File: config.mk
export PLATFORM = sky130hd
export DESIGN_NAME = hbcel_top
export DESIGN_NICKNAME = d
export VERILOG_FILES = /design/src/common/hbcel_pkg.sv /design/src/rtl/hbcel_remap.sv /design/src/rtl/hbcel_ecc_log.sv /design/src/rtl/hbcel_top.sv
export SDC_FILE = /design/constraint.sdc
export NUM_CORES = 1
export LEC_CHECK = 0
export BUFFER_PORTS_ARGS = -buffer_cell sky130_fd_sc_hd__buf_4
export CAP_MARGIN = 20
export CORE_UTILIZATION = 47
export DETAILED_ROUTE_END_ITERATION = 7
export GPL_ROUTABILITY_DRIVEN = 0
export PLACE_DENSITY = 0.81
export RECOVER_POWER = 50
export SYNTH_ARGS = -nofsm -noshare
export SYNTH_HDL_FRONTEND = slang
export SYNTH_SLANG_ARGS = --single-unit
File: constraint.sdc
create_clock -name clock_i -period 6.8 [get_ports clock_i]
set_input_delay 2.04 -clock clock_i [delete_from_list [all_inputs] [get_ports clock_i]]
set_output_delay 2.04 -clock clock_i [all_outputs]
set_load 0.05 [all_outputs]
File: src/common/hbcel_pkg.sv
// Operation
// - Port-three enable 0 disables and hides bus0 dev3 fn0; 1 enables it.
// - Port-one enable 0 disables and hides bus0 dev1 fn0; 1 enables it.
// - Single-port variant treats port-three enable as reserved.
// - Enable bit 0 reads constant 1, read-only; host bridge always on.
// - ECC error stores 128-byte address in error address bits 31:7.
// - Logged address is the post-remap contiguous logical address.
// - After flag clear, log first single-bit or first multi-bit error.
// - Logged multi-bit error locks the address against later errors.
// - Bit 0 of error address records failing channel, 0 or 1.
// - Log fields are sticky; only power-good reset clears them.
// - Read ECC error loads syndrome of first bad quadword in chunk.
// - Multi-bit error overwrites a logged single-bit syndrome before clear.
// - Other errors after the first and before clear are not recorded.
// - Source code updates in the same event as the syndrome.
// - Source codes: 00h processor, 08h-09h link VC0, 0Ah-0Bh link VC1.
// - Primary port codes 10h,12h,14h-15h; secondary 20h,22h,24h-25h.
// - Bits 5:4 steer top segment: 00 link, 01 rd DRAM, 10 wr DRAM, 11 both.
// - Segment attributes apply to processor and PCI initiator accesses alike.
package hbcel_pkg;

	// Register byte offsets in configuration space
	localparam logic [7:0] OFF_FUNC_EN = 8'h54;
	localparam logic [7:0] OFF_ERR_ADDR = 8'h58;
	localparam logic [7:0] OFF_ERR_SYN = 8'h5c;
	localparam logic [7:0] OFF_ERR_SRC = 8'h5d;
	localparam logic [7:0] OFF_SEG_ATTR = 8'h90;

	// Field positions
	localparam int FE_HOST_BIT = 0;
	localparam int FE_P1_BIT = 1;
	localparam int FE_P3_BIT = 2;
	localparam int EA_CHAN_BIT = 0;
	localparam int EA_ADDR_LSB = 7;
	localparam int SEG_ATTR_LSB = 4;
	localparam int SRC_W = 6;
	localparam int SYN_W = 8;
	localparam int LINE_W = 25;

	// Reset values
	localparam logic FE_HOST_VAL = 1'b1;
	localparam logic FE_P1_RST = 1'b1;
	localparam logic FE_P3_RST = 1'b0;
	localparam logic [1:0] SEG_ATTR_RST = 2'h0;

	// Source code bases
	localparam logic [5:0] SRC_CPU = 6'h00;
	localparam logic [5:0] SRC_VC0 = 6'h08;
	localparam logic [5:0] SRC_VC1 = 6'h0a;
	localparam logic [5:0] SRC_PRI = 6'h10;
	localparam logic [5:0] SRC_SEC = 6'h20;
	localparam logic [5:0] SRC_PAIR_OFS = 6'h04;

	typedef enum logic [2:0] {
		REQ_CPU,
		REQ_HUB_VC0,
		REQ_HUB_VC1,
		REQ_PORT_PRI,
		REQ_PORT_SEC
	} hbcel_requester_type;

	typedef struct packed {
		logic req;
		logic we;
		logic [7:0] addr;
		logic [3:0] be;
		logic [31:0] wdata;
	} hbcel_cfg_req_type;

	typedef struct packed {
		logic valid;
		logic multi;
		logic is_read;
		logic channel;
		logic [LINE_W-1:0] line;
		logic [SYN_W-1:0] syndrome;
		hbcel_requester_type requester;
		logic [1:0] sub;
	} hbcel_ecc_evt_type;

	typedef struct packed {
		logic [LINE_W-1:0] base;
		logic [LINE_W-1:0] limit;
		logic [LINE_W-1:0] target;
	} hbcel_remap_type;

	// Only legal codes can be produced; reserved ones never appear
	function automatic logic [5:0] source_code(input hbcel_requester_type r,
			input logic [1:0] sub);
		logic [5:0] port_ofs;
		port_ofs = sub[1] ? (SRC_PAIR_OFS | {5'h00, sub[0]}) : {4'h0, sub[0], 1'b0};
		unique case (r)
			REQ_CPU: source_code = SRC_CPU;
			REQ_HUB_VC0: source_code = SRC_VC0 | {5'h00, sub[0]};
			REQ_HUB_VC1: source_code = SRC_VC1 | {5'h00, sub[0]};
			REQ_PORT_PRI: source_code = SRC_PRI | port_ofs;
			default: source_code = SRC_SEC | port_ofs;
		endcase
	endfunction : source_code

endpackage : hbcel_pkg

File: src/rtl/hbcel_remap.sv
`timescale 1ns/10ps
module hbcel_remap (
	// Clock and reset
	input wire logic clock_i,
	input wire logic rst_n_i,
	// Window and raw event
	input wire hbcel_pkg::hbcel_remap_type win_i,
	input wire hbcel_pkg::hbcel_ecc_evt_type evt_i,
	// Translated event, one cycle later
	output hbcel_pkg::hbcel_ecc_evt_type evt_o
);
	logic in_win;
	logic [hbcel_pkg::LINE_W-1:0] moved;

	assign in_win = (evt_i.line >= win_i.base) && (evt_i.line <= win_i.limit);
	assign moved = win_i.target + (evt_i.line - win_i.base);

	always_ff @(posedge clock_i or negedge rst_n_i) begin
		if (!rst_n_i) begin
			evt_o <= '0;
		end else begin
			evt_o <= evt_i;
			if (in_win) begin
				evt_o.line <= moved;
			end
		end
	end
endmodule : hbcel_remap

File: src/rtl/hbcel_ecc_log.sv
`timescale 1ns/10ps
module hbcel_ecc_log (
	// Clock and power-good reset only
	input wire logic clock_i,
	input wire logic pg_rst_n_i,
	// Events and flag clear
	input wire hbcel_pkg::hbcel_ecc_evt_type evt_i,
	input wire logic flag_clear_i,
	// Logged state
	output logic logged_o,
	output logic multi_o,
	output logic channel_o,
	output logic [hbcel_pkg::LINE_W-1:0] line_o,
	output logic [hbcel_pkg::SYN_W-1:0] syndrome_o,
	output logic [hbcel_pkg::SRC_W-1:0] source_o
);
	logic take;
	logic nxt_logged;
	logic nxt_multi;

	// Clear in the same cycle as an event: the event is kept
	assign take = evt_i.valid && (!logged_o || flag_clear_i ||
		(!multi_o && evt_i.multi));
	assign nxt_logged = (logged_o && !flag_clear_i) || take;
	assign nxt_multi = (multi_o && !flag_clear_i) || (take && evt_i.multi);

	// Sticky: only power-good reset reaches these
	always_ff @(posedge clock_i or negedge pg_rst_n_i) begin
		if (!pg_rst_n_i) begin
			logged_o <= 1'b0;
			multi_o <= 1'b0;
		end else begin
			logged_o <= nxt_logged;
			multi_o <= nxt_multi;
		end
	end

	always_ff @(posedge clock_i or negedge pg_rst_n_i) begin
		if (!pg_rst_n_i) begin
			line_o <= '0;
			channel_o <= 1'b0;
		end else if (take) begin
			line_o <= evt_i.line;
			channel_o <= evt_i.channel;
		end
	end

	always_ff @(posedge clock_i or negedge pg_rst_n_i) begin
		if (!pg_rst_n_i) begin
			syndrome_o <= '0;
			source_o <= '0;
		end else if (take && evt_i.is_read) begin
			syndrome_o <= evt_i.syndrome;
			source_o <= hbcel_pkg::source_code(evt_i.requester, evt_i.sub);
		end
	end
endmodule : hbcel_ecc_log

File: src/rtl/hbcel_top.sv
`timescale 1ns/10ps
module hbcel_top #(
	parameter bit DUAL_PORT = 1'b1
) (
	// Clock and resets
	input wire logic clock_i,
	input wire logic rst_n_i,
	input wire logic pg_rst_n_i,
	// Configuration access
	input wire hbcel_pkg::hbcel_cfg_req_type cfg_i,
	output logic cfg_ack_o,
	output logic [31:0] cfg_rdata_o,
	// Memory controller side
	input wire hbcel_pkg::hbcel_ecc_evt_type ecc_evt_i,
	input wire hbcel_pkg::hbcel_remap_type remap_i,
	input wire logic flag_clear_i,
	output logic err_logged_o,
	// Function enables
	output logic port_one_enable_o,
	output logic port_three_enable_o,
	// Top segment steering, shared by all initiators
	output logic seg_read_dram_o,
	output logic seg_write_dram_o
);
	logic [1:0] rst_sync_ff;
	logic [1:0] pg_sync_ff;
	logic rst_n;
	logic pg_rst_n;
	logic p1_en_ff;
	logic p3_en_ff;
	logic [1:0] seg_attr_ff;
	hbcel_pkg::hbcel_ecc_evt_type evt_xl;
	logic log_logged;
	logic log_multi;
	logic log_chan;
	logic [hbcel_pkg::LINE_W-1:0] log_line;
	logic [hbcel_pkg::SYN_W-1:0] log_syn;
	logic [hbcel_pkg::SRC_W-1:0] log_src;
	logic wr_func;
	logic wr_seg;
	logic [31:0] nxt_rdata;

	function automatic logic hits(input logic [7:0] a, input logic [7:0] off);
		hits = a[7:2] == off[7:2];
	endfunction : hits

	// Async assert, synchronous release
	always_ff @(posedge clock_i or negedge rst_n_i) begin
		if (!rst_n_i) begin
			rst_sync_ff <= 2'h0;
		end else begin
			rst_sync_ff <= {rst_sync_ff[0], 1'b1};
		end
	end

	always_ff @(posedge clock_i or negedge pg_rst_n_i) begin
		if (!pg_rst_n_i) begin
			pg_sync_ff <= 2'h0;
		end else begin
			pg_sync_ff <= {pg_sync_ff[0], 1'b1};
		end
	end

	assign rst_n = rst_sync_ff[1];
	assign pg_rst_n = pg_sync_ff[1];

	assign wr_func = cfg_i.req && cfg_i.we && hits(cfg_i.addr, hbcel_pkg::OFF_FUNC_EN) &&
		cfg_i.be[0];
	assign wr_seg = cfg_i.req && cfg_i.we && hits(cfg_i.addr, hbcel_pkg::OFF_SEG_ATTR) &&
		cfg_i.be[0];

	// Function enables
	always_ff @(posedge clock_i or negedge rst_n) begin
		if (!rst_n) begin
			p1_en_ff <= hbcel_pkg::FE_P1_RST;
			p3_en_ff <= hbcel_pkg::FE_P3_RST & DUAL_PORT;
		end else if (wr_func) begin
			p1_en_ff <= cfg_i.wdata[hbcel_pkg::FE_P1_BIT];
			p3_en_ff <= cfg_i.wdata[hbcel_pkg::FE_P3_BIT] & DUAL_PORT;
		end
	end

	// Segment attribute; only bits 5:4 are stored
	always_ff @(posedge clock_i or negedge rst_n) begin
		if (!rst_n) begin
			seg_attr_ff <= hbcel_pkg::SEG_ATTR_RST;
		end else if (wr_seg) begin
			seg_attr_ff <= cfg_i.wdata[hbcel_pkg::SEG_ATTR_LSB +: 2];
		end
	end

	always_ff @(posedge clock_i or negedge rst_n) begin
		if (!rst_n) begin
			port_one_enable_o <= hbcel_pkg::FE_P1_RST;
			port_three_enable_o <= hbcel_pkg::FE_P3_RST & DUAL_PORT;
			seg_read_dram_o <= 1'b0;
			seg_write_dram_o <= 1'b0;
		end else begin
			port_one_enable_o <= p1_en_ff;
			port_three_enable_o <= p3_en_ff;
			// Low bit is read enable, high bit write enable
			seg_read_dram_o <= seg_attr_ff[0];
			seg_write_dram_o <= seg_attr_ff[1];
		end
	end

	hbcel_remap u_remap (
		.clock_i(clock_i),
		.rst_n_i(rst_n),
		.win_i(remap_i),
		.evt_i(ecc_evt_i),
		.evt_o(evt_xl)
	);

	hbcel_ecc_log u_log (
		.clock_i(clock_i),
		.pg_rst_n_i(pg_rst_n),
		.evt_i(evt_xl),
		.flag_clear_i(flag_clear_i),
		.logged_o(log_logged),
		.multi_o(log_multi),
		.channel_o(log_chan),
		.line_o(log_line),
		.syndrome_o(log_syn),
		.source_o(log_src)
	);

	// Read mux; unmapped and reserved bits return zero
	always_comb begin
		nxt_rdata = 32'h0;
		if (hits(cfg_i.addr, hbcel_pkg::OFF_FUNC_EN)) begin
			nxt_rdata[hbcel_pkg::FE_HOST_BIT] = hbcel_pkg::FE_HOST_VAL;
			nxt_rdata[hbcel_pkg::FE_P1_BIT] = p1_en_ff;
			nxt_rdata[hbcel_pkg::FE_P3_BIT] = p3_en_ff;
		end else if (hits(cfg_i.addr, hbcel_pkg::OFF_ERR_ADDR)) begin
			nxt_rdata[hbcel_pkg::EA_ADDR_LSB +: hbcel_pkg::LINE_W] = log_line;
			nxt_rdata[hbcel_pkg::EA_CHAN_BIT] = log_chan;
		end else if (hits(cfg_i.addr, hbcel_pkg::OFF_ERR_SYN)) begin
			nxt_rdata[8*hbcel_pkg::OFF_ERR_SYN[1:0] +: hbcel_pkg::SYN_W] = log_syn;
			nxt_rdata[8*hbcel_pkg::OFF_ERR_SRC[1:0] +: hbcel_pkg::SRC_W] = log_src;
		end else if (hits(cfg_i.addr, hbcel_pkg::OFF_SEG_ATTR)) begin
			nxt_rdata[hbcel_pkg::SEG_ATTR_LSB +: 2] = seg_attr_ff;
		end
	end

	always_ff @(posedge clock_i or negedge rst_n) begin
		if (!rst_n) begin
			cfg_ack_o <= 1'b0;
			cfg_rdata_o <= 32'h0;
			err_logged_o <= 1'b0;
		end else begin
			cfg_ack_o <= cfg_i.req;
			cfg_rdata_o <= (cfg_i.req && !cfg_i.we) ? nxt_rdata : 32'h0;
			err_logged_o <= log_logged;
		end
	end

	// Multi lock state is visible through the log module only
	logic unused_multi;
	assign unused_multi = log_multi;
endmodule : hbcel_top

==> impl_metrics.ini <==
[finish]
diodes = 0
multi_input_area_mm2 = 0.004033
layout.nets = 1293
syn2layout_area_growth_pct = 26.04
drive_gt1_share_pct = 23.17
regArea_mm2 = 0.003256
fin_util_pct = 60.59
fill_cells = 1431

[clock_tree]
cts_tree = built
worstSkewPairLatency_ns = 0.40
cts_resized = 0
cts.path.max_buffers = 2
numCtsBuffers = 17
htree_levels = 4
clk_pin_slew_worst_paths_ns = 0.05
postCtsHoldBufs = 0
post_cts_buffers = 0
root_buffer = clkbuf_16
clock_sinks = 130

[logic_synthesis]
synth_largest_area_cell = dfrtp_1
ys_seq_area_share_pct = 40.84
synth_common_cells = inv_1 (157), nand2_1 (136), dfrtp_1 (128)
synth_area_leaders = dfrtp_1 (40%), ha_1 (12%), inv_1 (7.4%), nand2_1 (6.4%), fa_1 (6.0%)
synth.avg_cell_area_um2 = 9.356
netlist_area_mm2 = 0.007971
async_reset_ff_share_pct = 100.0
synthFlopType = dfrtp_1
synthCells = 852
yosysMostFrequentCell = inv_1
ys_warn_count = 0
ys_seq_elements = 130
ys_types = 61
synth_edf_count = 0
synth_top_area_share_pct = 40.18

[route]
drtPass1Iterations = 5
wire_per_inst_um = 12.88
postRouteAntennaNets = 0
num_vias = 6207
routed_via_density = 4.926
drtIter0Drc = 205
drc = 0
routed_wl_um = 16230

[setup_path]
slowest_stage = fa_1
cp_max_fo = 5
cp_cell_sequence = buf_4, inv_1, fa_1, inv_1, ha_1, a21oi_1, nand2_1, o2111ai_1, nand3_1, o21ai_0, o221ai_1, xnor2_1, o21ai_2
critPathBufInv = 3
start_kind = input port
required_ns = 7.07
path_class = in2reg
max_stage_delay_ns = 0.52
worst-endpoint-arrival_ns = 4.77
path_common_cell = inv_1
path_delay_family = compound AO/OA/AOI/OAI gates
critPathCaptureType = register

[pwr]
swShare_pct = 28.96
power.leakage_nw = 5.427
peakVddDrop_mv = 0.1829
seqPwrFrac_pct = 37.6
clock_power_share_pct = 37.5
power-per-cell-area_mw_per_mm2 = 239.5
p_int_mw = 1.710
comb_power_share_pct = 24.9
netSwitchingPower_mw = 0.6969

[place]
io_buffers = 171
dp_hpwl_um = 13120
dp_slack_ns = 1.906

[timing]
fin_tns_setup_ns = 0
hold_violations = 0
hold_ws_ns = 0.3485
fmax_ghz = 0.2223
worst_slew_pin_slew_ns = 2.775
period_needed_ns = 4.499
final.setup_skew_ns = 0.008582
slew_viol_final = 100
relSlewSlack_pct = -85.03
final-setup-viol-count = 0
setup_slack_ns = 2.301
rsz0062_at_grt = no
final.period_utilization_pct = 66.16

[run_status]
failed_checks = max-capacitance violations, max-slew violations
status = finished with violations

[grt]
grt_start_max_net_pins = 85
grt_pass1_vias = 6086
antenna_found_initial = 0
grt_util_all_layers_pct = 19.48
grt_pass1_wl_um = 27280
grt_overflow = 0

[floorplan]
io_pins = 205
die-area_mm2 = 0.01748
die_y_um = 132.2
die_w_um = 132.2
initial_core_util_pct = 48.07
core_region_area_mm2 = 0.01658
rows = 47

[job]
max_cap_viol_count = 2

[min_path]
hp-class = reg2reg
final timing paths:
check	start	to	slack, ns	cells after the start
min in group asynchronous	rst_sync_ff[1]$_DFF_PN0_	cfg_rdata_o[13]$_DFF_PN0_	0.45	0
setup reg to reg	rst_sync_ff[1]$_DFF_PN0_	u_remap.evt_o[30]$_DFF_PN0_	3.20	1
hold reg to reg	rst_sync_ff[0]$_DFF_PN0_	rst_sync_ff[1]$_DFF_PN0_	0.35	0
setup / recovery	ecc_evt_i[17]	u_remap.evt_o[36]$_DFF_PN0_	2.30	13
max in group asynchronous	rst_sync_ff[1]$_DFF_PN0_	u_remap.evt_o[30]$_DFF_PN0_	3.20	1
hold / removal	rst_sync_ff[0]$_DFF_PN0_	rst_sync_ff[1]$_DFF_PN0_	0.35	0
flip-flops by register name, indices dropped and copies added (netlist names), 2 cells and up:
signal	flops
u_remap.evt_o	42
cfg_rdata_o	32
u_log.line_o	25
u_log.syndrome_o	8
u_log.source_o	6
pg_sync_ff	2
rst_sync_ff	2
seg_attr_ff	2
cells in the final DEF (no fill, tap or decap), drive strengths merged, types with 3 or more instances in the layout:
cell type / instances
nor3: 11
nor2b: 8
o31ai: 5
nand2: 136
o2111ai: 4
o21ai: 50
nand4: 10
inv: 160
nand3: 10
a21o: 9
o211ai: 8
mux2: 15
clkinv: 6
and2: 19
a22oi: 11
a21oi: 44
nand2b: 8
a31oi: 5
ha: 75
and4: 3
clkbuf: 33
and3: 5
nor2: 29
xor2: 11
fa: 24
bufinv: 3
dfrtp: 128
buf: 159
a211oi: 7
xnor2: 11
routing by layer:
layer  up-vias  global-route usage [%]  wire length [um]
li1       3155                       -                 -
met1      2845                   24.65              7369
met2       194                   33.54              7902
met3        13                   3.998               813
met4         0                   6.003               145
met5         -                       0                 0
cell families (layout without fill, tap and decap cells):
logic type	Yosys count	after routing	share of synthesized area, %
fa+ha+maj	99	99	17.80
compound gates	160	160	13.39
simple gates	247	247	14.41
mux	17	17	2.370
other cells	1	2	0.04704
xor+xnor	22	22	2.417
flops	130	130	40.84
buf+inv	176	363	8.727
cell type report:
type	count	share of cell area, %
sequential	130	32.40
clock buffer	19	4.408
clock inverter	13	1.594
inverter	158	5.903
tap	220	2.740
timing repair buffer	173	12.81
multi-input combinational	547	40.14
stage by stage:
step | std cells | power [mW] | area, um2
final | 1260 | 2.407 | 10050
after global placement | 1227 | 1.495 | 9453
after global routing | 1260 | 2.556 | 10050
after detailed placement | 1227 | 1.516 | 9453
after floorplan | 853 | 1.344 | 7975
after CTS | 1259 | 2.429 | 10060
power by group through the flow:
stage	Sequential (mW)	Combinational (mW)	Clock (mW)
2_1_floorplan	0.917	0.427	0
6_report	0.905	0.600	0.901
3_5_place_dp	0.925	0.591	0
5_1_grt	0.916	0.680	0.961
3_3_place_gp	0.921	0.574	0
4_1_cts	0.912	0.594	0.923
Note: power is estimated with default switching activity, not from simulation.
